File: config.mk
export PLATFORM = sky130hd
export DESIGN_NAME = rx_and_phy_reset_control
export DESIGN_NICKNAME = d
export VERILOG_FILES = /design/src/rtl/rst_ctrl_pkg.sv /design/src/rtl/rx_and_phy_reset_control.sv
export SDC_FILE = /design/constraint.sdc
export NUM_CORES = 1
export LEC_CHECK = 0
export BUFFER_PORTS_ARGS = -buffer_cell sky130_fd_sc_hd__buf_4
export CORE_ASPECT_RATIO = 0.75
export CORE_UTILIZATION = 48
export CTS_CLUSTER_SIZE = 10
export DETAILED_ROUTE_END_ITERATION = 7
export GPL_TIMING_DRIVEN = 0
export PLACE_DENSITY = 0.79
export RECOVER_POWER = 50
export SLEW_MARGIN = 20
export SYNTH_ARGS = -nofsm -noshare
export SYNTH_HDL_FRONTEND = slang
export SYNTH_SLANG_ARGS = --single-unit
File: constraint.sdc
create_clock -name ref_clk -period 1.9 [get_ports ref_clk]
set_clock_uncertainty 0.05 [all_clocks]
set_input_delay 0.285 -clock ref_clk [delete_from_list [all_inputs] [get_ports ref_clk]]
set_output_delay 0.285 -clock ref_clk [all_outputs]
set_load 0.02 [all_outputs]
File: src/rtl/rst_ctrl_pkg.sv
// Constants shared by the receive and physical-layer reset controller.
package rst_ctrl_pkg;
  // Control register one bit positions.
  localparam int unsigned RX_RESET_POS = 6;
  localparam int unsigned RX_ENABLE_POS = 2;
  // Physical-layer control register one field positions.
  localparam int unsigned PHY_RESET_POS = 15;
  localparam int unsigned PHY_LOOP_POS = 14;
  localparam int unsigned PHY_PWRDN_POS = 11;
  localparam int unsigned PHY_RSV_HI_POS = 10;
  localparam int unsigned PHY_DUPLEX_POS = 8;
  localparam int unsigned PHY_RSV_LO_POS = 7;
  // Readable bit mask; all other bits read zero.
  localparam logic [15:0] PHY_READ_MASK = 16'hc900;
  localparam logic [15:0] PHY_CTRL_RESET = 16'h0000;
  // Physical-layer reset settling time and its count at a 5 ns clock.
  localparam int unsigned CLK_PERIOD_PS = 5000;
  localparam int unsigned PHY_RST_TIME_NS = 1000;
  localparam int unsigned PHY_RST_CYCLES = (PHY_RST_TIME_NS * 1000 + CLK_PERIOD_PS - 1)
                                           / CLK_PERIOD_PS;
  localparam int unsigned PHY_CNT_W = 16;
endpackage : rst_ctrl_pkg

File: src/rtl/rx_and_phy_reset_control.sv
// Receive-only reset and physical-layer control register with self-clearing soft reset.
//
// Overview of operation
// Writing one to receive reset bit resets only the receive logic.
// Receive enable is cleared by hardware when receive reset becomes set.
// A frame in reception is aborted at once on receive reset.
// System reset also applies the receive-only reset.
// Receive-only reset leaves every other register and unit untouched.
// Host clears receive reset bit to resume normal reception.
// Physical soft reset bit 15 returns physical registers to defaults.
// Soft reset bit reads one during reset, clears after internal delay.
// Host polls soft reset bit until zero before using physical layer.
// Loopback bit 14 returns transmit data and disables twisted pair.
// Power-down bit 11 shuts physical layer down; clearing restores it.
// Duplex bit 8 selects full duplex when one, half when zero.
// Duplex reset value follows the second LED pin connection strap.
// Host writes zero to reserved bits 10 and 7.
// Bits 13-12, 9 and 6-0 always read zero.
// Host waits 50 microseconds after system reset before physical access.
// Receive logic held in reset while receive reset bit stays one.
// Soft reset delay is a parameterised counter clearing the bit.
`timescale 1ns/1ps
`default_nettype none

module rx_and_phy_reset_control #(
  parameter int unsigned PHY_RST_DELAY = rst_ctrl_pkg::PHY_RST_CYCLES
) (
  input wire logic ref_clk,
  input wire logic srst,
  // Control register one write strobe, data and readback.
  input wire logic ctrl_wr,
  input wire logic [7:0] ctrl_wdata,
  output logic [7:0] ctrl_rdata,
  // Physical-layer control register one write strobe, data and readback.
  input wire logic phy_wr,
  input wire logic [15:0] phy_wdata,
  output logic [15:0] phy_rdata,
  // Level of the second LED pin, seen as the duplex strap.
  input wire logic second_led_pin,
  // Receive datapath status.
  input wire logic rx_frame_active,
  // Outputs to the receive and physical-layer logic.
  output logic rx_logic_reset,
  output logic rx_frame_abort,
  output logic rx_enable,
  output logic phy_reset_active,
  output logic phy_loopback,
  output logic twisted_pair_enable,
  output logic phy_power_down,
  output logic phy_full_duplex
);

  logic rx_reset_ff, nxt_rx_reset;
  logic rx_enable_ff, nxt_rx_enable;
  logic [5:0] ctrl_other_ff, nxt_ctrl_other;
  logic abort_ff, nxt_abort;
  logic phy_reset_ff, nxt_phy_reset;
  logic loop_ff, nxt_loop;
  logic pwrdn_ff, nxt_pwrdn;
  logic duplex_ff, nxt_duplex;
  logic strap_pend_ff, nxt_strap_pend;
  logic [rst_ctrl_pkg::PHY_CNT_W-1:0] cnt_ff, nxt_cnt;
  logic rst_q_ff;
  logic phy_wr_take;

  localparam logic [rst_ctrl_pkg::PHY_CNT_W-1:0] DELAY_LAST =
    rst_ctrl_pkg::PHY_CNT_W'(PHY_RST_DELAY - 1);

  // Control register one: receive reset and receive enable, plus other bits kept as storage.
  always_comb begin
    nxt_rx_reset = rx_reset_ff;
    nxt_rx_enable = rx_enable_ff;
    nxt_ctrl_other = ctrl_other_ff;
    nxt_abort = 1'b0;
    if (ctrl_wr) begin
      // write sets or clears
      nxt_rx_reset = ctrl_wdata[rst_ctrl_pkg::RX_RESET_POS];
      nxt_rx_enable = ctrl_wdata[rst_ctrl_pkg::RX_ENABLE_POS];
      nxt_ctrl_other = {ctrl_wdata[7], ctrl_wdata[5:3], ctrl_wdata[1:0]};
    end
    // enable cleared by hardware
    if (nxt_rx_reset) begin
      nxt_rx_enable = 1'b0;
    end
    // abort in-progress frame
    if (ctrl_wr && ctrl_wdata[rst_ctrl_pkg::RX_RESET_POS] && !rx_reset_ff && rx_frame_active) begin
      nxt_abort = 1'b1;
    end
  end

  always_ff @(posedge ref_clk) begin
    if (srst) begin
      rx_reset_ff <= 1'b0;
      rx_enable_ff <= 1'b0;
      ctrl_other_ff <= 6'h00;
      abort_ff <= 1'b0;
      rst_q_ff <= 1'b1;
    end else begin
      rx_reset_ff <= nxt_rx_reset;
      rx_enable_ff <= nxt_rx_enable;
      ctrl_other_ff <= nxt_ctrl_other;
      abort_ff <= nxt_abort;
      rst_q_ff <= 1'b0;
    end
  end

  // receive-only reset output
  // system reset drives it too
  // held while bit is one
  assign rx_logic_reset = srst | rx_reset_ff;
  assign rx_frame_abort = abort_ff;
  assign rx_enable = rx_enable_ff;
  assign ctrl_rdata = {ctrl_other_ff[5], rx_reset_ff, ctrl_other_ff[4:2], rx_enable_ff,
                       ctrl_other_ff[1:0]};

  // Physical-layer control register; the duplex strap is caught one cycle after release.
  always_comb begin
    nxt_phy_reset = phy_reset_ff;
    nxt_loop = loop_ff;
    nxt_pwrdn = pwrdn_ff;
    nxt_duplex = duplex_ff;
    nxt_strap_pend = 1'b0;
    nxt_cnt = cnt_ff;
    if (rst_q_ff) begin
      // duplex default from strap
      nxt_duplex = second_led_pin;
    end else if (phy_reset_ff) begin
      // delay counter clears bit
      if (cnt_ff == DELAY_LAST) begin
        nxt_phy_reset = 1'b0;
        nxt_cnt = '0;
        nxt_strap_pend = 1'b1;
      end else begin
        nxt_cnt = cnt_ff + 1'b1;
      end
    end else if (strap_pend_ff) begin
      nxt_duplex = second_led_pin;
    end else if (phy_wr) begin
      if (phy_wdata[rst_ctrl_pkg::PHY_RESET_POS]) begin
        // return to defaults
        nxt_phy_reset = 1'b1;
        nxt_loop = 1'b0;
        nxt_pwrdn = 1'b0;
        nxt_cnt = '0;
      end else begin
        // loopback select
        nxt_loop = phy_wdata[rst_ctrl_pkg::PHY_LOOP_POS];
        // power-down select
        nxt_pwrdn = phy_wdata[rst_ctrl_pkg::PHY_PWRDN_POS];
        // duplex select
        nxt_duplex = phy_wdata[rst_ctrl_pkg::PHY_DUPLEX_POS];
      end
    end
  end

  // only system reset clears
  always_ff @(posedge ref_clk) begin
    if (srst) begin
      phy_reset_ff <= 1'b0;
      loop_ff <= 1'b0;
      pwrdn_ff <= 1'b0;
      duplex_ff <= 1'b0;
      strap_pend_ff <= 1'b0;
      cnt_ff <= '0;
    end else begin
      phy_reset_ff <= nxt_phy_reset;
      loop_ff <= nxt_loop;
      pwrdn_ff <= nxt_pwrdn;
      duplex_ff <= nxt_duplex;
      strap_pend_ff <= nxt_strap_pend;
      cnt_ff <= nxt_cnt;
    end
  end

  // bit reads one during reset
  // unimplemented bits read zero
  assign phy_rdata = {phy_reset_ff, loop_ff, 2'b00, pwrdn_ff, 2'b00, duplex_ff, 8'h00}
                     & rst_ctrl_pkg::PHY_READ_MASK;
  assign phy_reset_active = phy_reset_ff;
  assign phy_loopback = loop_ff;
  // twisted pair off in loopback
  assign twisted_pair_enable = !loop_ff && !pwrdn_ff && !phy_reset_ff;
  assign phy_power_down = pwrdn_ff;
  assign phy_full_duplex = duplex_ff;

  // A physical-layer write is taken only outside soft reset and strap loading.
  assign phy_wr_take = phy_wr && !phy_reset_ff && !rst_q_ff && !strap_pend_ff;
endmodule : rx_and_phy_reset_control

`default_nettype wire

==> metrics.txt, run 1 <==
pins over their slew limit=0; Period minus WS final=1848 ps; Max Cap Viol=0; clk_lat worst skew=290 ps; status=complete, no violations; Final ANT Viol Nets=0; PD cells=830.7 nW/um^2; global-route wire length before repair=5878 um; clk sinks=31; worst vdd ir=0.0005331 V; met1 global-route usage=0.2902; Startpoint Class=register; ANT cells=0; Root Buffer=clkbuf_8; Initial Utilization=0.5165; type of the worst setup path=register to register; Hold Violations, Final=0; DR DRC count=0; register area share after synthesis=0.4006; Vert. Die Dim=51.20 um; core area=2999 sq um; Setup-failing EPs final=0; crit path to=cnt_ff[12]; clk buf depth=2; mux cell area share after synthesis=0.05170; final worst path period share=0.9728; Synth Area in Compound Gates=0.1721; Adder-Cell Fraction of Synth Area=0.008078; Yosys top cell by area=dfxtp_1; met2 Use GR=0.3746; Post-Synth Simple-Gate Area=0.2100; RR Startpoint=cnt_ff[1]; reg2reg end=cnt_ff[12]; Final TNS setup=0 ps; Post-Layout Cell Count=265; worst path arrival time=1980 ps; DR iter-0 viols=82; reg2reg path depth=6; Final HPWL DP=2700 um; #FFs+latches synth=31; Worst Path Max Fanout=5; die width=67.60 um; Total Wirelength=3784 um; Routed wire per std cell=14.28 um; synth unique cells=43; flop2flop setup slack=50 ps; # nets final=257; share of layout cells above drive strength 1=0.2599; hold crit path type=input port to register; Via Count=1473; # IOs=62; GR Util All Layers=0.2369; IO Port Bufs=36; GRT met3 Usage=0.08705; Synth warnings=0; Worst setup EP type=register; leak pwr=0.8248 nW; maximum clock rate=541.1 MHz; Num CTS Buffers=5; P&R area growth vs syn=30.78%; TritonCTS clock tree=yes; synth top area cells=dfxtp_1 40%, buf_4 8.7%, mux2i_1 5.2%; GRT overflow=0; Mapped Area=1549 sq um; row count=17; top-area cell type share of the netlist area=0.4006; largest net degree at the start of global routing=11; H-tree depth=2; Synth Instances=169; vias in the first global route=1279; XOR/XNOR Fraction of Synth Area=0.03958; drt first pass iters=4; Most Crowded Layer GR=met2; GP Congestion=0.8227; WP data required=2030 ps; worst slew pin tran=606.7 ps; post-cts hold buffer count=0; Max-slew headroom=0.5955; die area=3461 sq um; initial antenna violation count=0; Avg Vias per Cell=5.558; clk slew on worst S/H paths=70 ps; Syn Area/Cell=9.166 sq um; unrepaired setup endpoints after global routing=no; largest family of logic cells by synthesized area=simple AND/OR/NAND/NOR gates; critical path startpoint=cnt_ff[1]; dpl cells=254
flip-flops by register name, summed over array words and instances (netlist names):
signal            cells
rx_frame_abort        1
phy_loopback          1
ctrl_other_ff         6
strap_pend_ff         1
rx_enable             1
rx_reset_ff           1
cnt_ff               16
phy_reset_active      1
phy_full_duplex       1
phy_power_down        1
rst_q_ff              1
metrics by stage:
stage	total power, mW	setup slack [ps]	hold WS (ps)	instance area (sq um)	util
6_report	1.683	51.74	177.8	2026	0.6754
5_1_grt	1.742	8.375	192.9	2026	0.6754
4_1_cts	1.704	69.44	126.0	2067	0.6892
3_3_place_gp	0.9133	-19.84	416.0	1908	0.6362
2_1_floorplan	0.8376	273.2	262.7	1590	-
3_5_place_dp	0.9199	-89.96	416.8	1908	0.6362
cells in the mapped netlist (all sizes together):
library cell,n
or4,5
nor2,20
and4b,1
a2bb2oi,1
dfxtp,31
nand2,5
conb,1
xnor2,1
and3,1
o211ai,1
or4b,1
or3,1
nand4,4
o32a,1
o21ai,6
or3b,1
mux2i,8
nor4,3
ha,1
o21a,2
buf,21
nor3,2
and2b,1
xor2,6
a21oi,11
o31a,1
clkbuf,3
and3b,1
o2111ai,5
nand3b,2
o31ai,5
and2,2
and4,1
a211oi,1
nand3,4
o21ba,1
nor4bb,2
o32ai,1
inv,3
or2,1
worst min-delay path by stage:
stage                     slack [ps]               end     startpoint  depth (start not counted)
after global routing             190  ctrl_other_ff[4]  ctrl_wdata[5]                          3
after global placement           420        cnt_ff[15]     cnt_ff[15]                          2
after floorplan                  260          rst_q_ff           srst                          0
final                            180  ctrl_other_ff[4]  ctrl_wdata[5]                          3
after detailed placement         420          rst_q_ff           srst                          1
after CTS                        130          rst_q_ff           srst                          1
critical path: stages, from the launching register on:
cell and delay [ps]:
dfxtp_1 400, ha_1 240, nor4bb_1 250, nand4_1 240, a2bb2oi_4 230, buf_4 170, o21ba_2 150
kinds of logic (layout without fill, tap and decap cells):
group | count (synthesis) | count (layout)
buffers and inverters | 27 | 74
AND/OR/NAND/NOR | 58 | 58
XOR/XNOR | 7 | 7
AO/OA/AOI/OAI | 36 | 36
other | 1 | 12
flip-flops | 31 | 31
multiplexers | 8 | 8
adder cells (fa/ha/maj) | 1 | 1
final cells by class:
| class | count | area [sq um] |
|---|---|---|
| Clock inverter | 2 | 60.06 |
| Fill cell | 255 | 973.4 |
| Multi-Input combinational cell | 122 | 802.0 |
| Inverter | 3 | 11.26 |
| Sequential cell | 31 | 621.8 |
| Buffer | 24 | 170.2 |
| Tap cell | 38 | 47.55 |
| Timing Repair Buffer | 39 | 240.2 |
| Clock buffer | 6 | 72.57 |
timing repair:
action	in CTS	in global routing
pin swaps	1	1
hold endpoints to repair	0	0
buffers inserted	2	1
setup endpoints to repair	10	11
gates resized for setup	1	2
cells in the final DEF (no fill, tap or decap), types with 2 or more instances in the layout:
cell	synthesis	layout
buf_4	18	41
dfxtp_1	31	30
nor2_1	20	20
clkbuf_1	3	18
conb_1	1	12
a21oi_1	11	11
mux2i_1	8	8
xor2_1	6	6
o21ai_0	6	6
nand2_1	5	5
o31ai_1	5	5
or4_1	5	5
clkbuf_8	0	5
nand4_1	4	4
nand3_1	4	4
o2111ai_1	4	4
inv_1	3	3
nor4_1	3	3
clkbuf_4	0	3
nor3_1	2	2
o21a_1	2	2
nor4bb_1	2	2
and2_1	2	2
nand3b_1	2	2
bufinv_16	0	2
power breakdown:
| part | internal [mW] | switching (mW) |
|---|---|---|
| logic | 0.0996 | 0.122 |
| clock network | 0.524 | 0.251 |
| registers | 0.668 | 0.0172 |
routing by layer:
metal / part of all wire / wire (um) / up-vias
met5: 0 / 0 / -
met4: 0.021 / 78 / 0
met3: 0.075 / 285 / 10
met2: 0.48 / 1829 / 79
met1: 0.42 / 1590 / 682
li1: - / - / 702
Note: power is estimated with default switching activity, not from simulation.
==> run 2, diff against run 1 <==
- clock period: 1.9 -> 2.1 ns (I/O delays scaled with it)
==> metrics.txt, run 2 (synthesized netlist as in run 1, its figures left out) <==
most frequent cells in the layout=42 x buf_4, 31 x dfxtp_1, 20 x nor2_1 (was 41 x buf_4, 30 x dfxtp_1, 20 x nor2_1); CP Depth=6 (unchanged); clk_lat worst skew=290 ps (about the same); WP data required=2220 ps (was 2030 ps); Root Buffer=clkbuf_8 (unchanged); Final ANT Viol Nets=0 (unchanged); Post-Layout Cell Count=262 (was 265); P&R area growth vs syn=29.56% (was 30.78%); drt first pass iters=4 (unchanged); die area=3461 sq um (unchanged); crit path to=cnt_ff[4] (was cnt_ff[12]); Avg Vias per Cell=5.527 (was 5.558); WHS Path Cells=3 (unchanged); H-tree depth=2 (unchanged); worst vdd ir=0.0004851 V (was 0.0005331 V); Largest register FFs=16 (unchanged); switching power=355.2 uW (was 390.6 uW); hold crit path type=input port to register (unchanged); reg2reg end=cnt_ff[4] (was cnt_ff[12]); GRT overflow=0 (unchanged); worst path arrival time=2130 ps (was 1980 ps); Largest Register=cnt_ff (unchanged); Seq pwr share=0.407 (about the same); Int Power=1.166 mW (was 1.292 mW); Total Wirelength=3795 um (was 3784 um); status=complete, no violations (unchanged); worst slew pin tran=607.9 ps (was 606.7 ps); IO Port Bufs=36 (unchanged); CP bufs+invs=1 (unchanged); Worst setup EP type=register (unchanged); flop2flop setup slack=100 ps (was 50 ps); ANT cells=0 (unchanged); global-route wire length before repair=5789 um (was 5878 um); total power=1.521 mW (was 1.683 mW); CP cell instances=ha_1 > nor4bb_1 > nand4_1 > a2bb2oi_4 > buf_2 > nor2_1 (was ha_1 > nor4bb_1 > nand4_1 > a2bb2oi_4 > buf_4 > o21ba_2); slowest stage cell on the critical path=dfxtp_1 (unchanged); cell family with most CP delay=simple AND/OR/NAND/NOR gates (unchanged); TritonCTS clock tree=yes (unchanged); Via Count=1448 (was 1473); WHS=206.9 ps (was 177.8 ps); clk slew on worst S/H paths=70 ps (about the same); pins over their slew limit=0 (unchanged); reg2reg path depth=6 (unchanged); Setup-failing EPs final=0 (unchanged); Routed wire per std cell=14.48 um (was 14.28 um); die width=67.60 um (unchanged); DR DRC count=0 (unchanged); maximum clock rate=499.5 MHz (was 541.1 MHz); # IOs=62 (unchanged); clk sinks=31 (unchanged); initial antenna violation count=0 (unchanged); Initial Utilization=0.5165 (unchanged); Num CTS Buffers=5 (unchanged); Vert. Die Dim=51.20 um (unchanged); post-cts hold buffer count=0 (unchanged); largest net degree at the start of global routing=11 (unchanged); core area=2999 sq um (unchanged); GR Util All Layers=0.2331 (was 0.2369); commonest non-fill, non-tap cell in the layout=buf_4 (unchanged); Max-slew headroom=0.5948 (was 0.5955); Period minus WS final=2002 ps (was 1848 ps); Hold Violations, Final=0 (unchanged); # nets final=254 (was 257); row count=17 (unchanged); leak pwr=0.8191 nW (was 0.8248 nW); Max Cap Viol=0 (unchanged); PD cells=757.9 nW/um^2 (was 830.7 nW/um^2); clk buf depth=2 (unchanged); Net Sw Frac=0.2335 (was 0.2321); Crit path largest cell delay=410 ps (was 400 ps); vias in the first global route=1259 (was 1279); critical path startpoint=cnt_ff[0] (was cnt_ff[1]); share of layout cells above drive strength 1=0.2545 (was 0.2599); Logic pwr share=0.129 (was 0.132); DR iter-0 viols=86 (was 82); postcts setup bufs=0 (was 2); RR Startpoint=cnt_ff[0] (was cnt_ff[1]); Worst Path Max Fanout=10 (was 5); dpl cells=254 (unchanged); type of the worst setup path=register to register (unchanged); biggest regs=cnt_ff: 16 flops, ctrl_other_ff: 6 flops (unchanged); GP Congestion=0.8227 (unchanged); Startpoint Class=register (unchanged); clock power share=0.463 (was 0.461); Final HPWL DP=2700 um (unchanged); final worst path period share=0.9534 (was 0.9728)
==> run 2: cell types whose count changed in the layout (fill, tap and decap cells not counted) <==
cell	delta
dfxtp_1	+1
clkbuf_4	-3
dfxtp_2	-1
buf_4	+1
clkbuf_1	-2
buf_2	+1
==> run 2: per-stage QoR <==
stage          area [sq um]  setup slack, ps  setup TNS (ps)  utilization
5_1_grt                2007           -14.85          -104.4       0.6692
6_report               2007            97.82               0       0.6692
4_1_cts                2041            86.79               0       0.6804
3_5_place_dp           1908            110.0               0       0.6362
3_3_place_gp           1908            180.2               0       0.6362
2_1_floorplan          1590            473.2               0            -
==> run 2: worst min path at each step <==
stage | from | to | slack, ps
after global placement | cnt_ff[15] | cnt_ff[15] | 420
final | ctrl_wdata[5] | ctrl_other_ff[4] | 210
after floorplan | srst | rst_q_ff | 290
after CTS | srst | rst_q_ff | 150
after global routing | ctrl_wdata[5] | ctrl_other_ff[4] | 220
after detailed placement | cnt_ff[15] | cnt_ff[15] | 430
==> run 2: routing by layer <==
metal | vias up | part of all wire | track usage
li1 | 693 | - | -
met1 | 690 | 0.44 | 0.2820
met2 | 53 | 0.48 | 0.3630
met3 | 12 | 0.058 | 0.09375
met4 | 0 | 0.023 | 0.09574
met5 | - | 0 | 0
==> run 2: cell type report <==
class,count,area (sq um)
clock inverter,2,60.06
timing repair buffer,36,225.2
sequential,31,620.6
inverter,3,11.26
multi-input combinational,122,802.0
tap,38,47.55
clock buffer,6,72.57
fill,252,992.2
buffer,24,167.7
==> run 2: power by group through the flow <==
stage / Sequential [mW] / Combinational, mW / Clock [mW]
after floorplan: 0.644 / 0.114 / 0
after global placement: 0.631 / 0.195 / 0
after detailed placement: 0.633 / 0.200 / 0
after CTS: 0.620 / 0.201 / 0.713
after global routing: 0.621 / 0.212 / 0.739
final: 0.620 / 0.197 / 0.704
==> run 2: repair_timing <==
item,4_1_cts,5_1_grt
resized for setup,0,1
endpoints found under the setup margin,0,10
hold endpoints to repair,0,0
==> run 2: worst min-delay path, stage by stage <==
cell	delay, ps
buf_4	70
mux2i_1	50
nor2_1	70
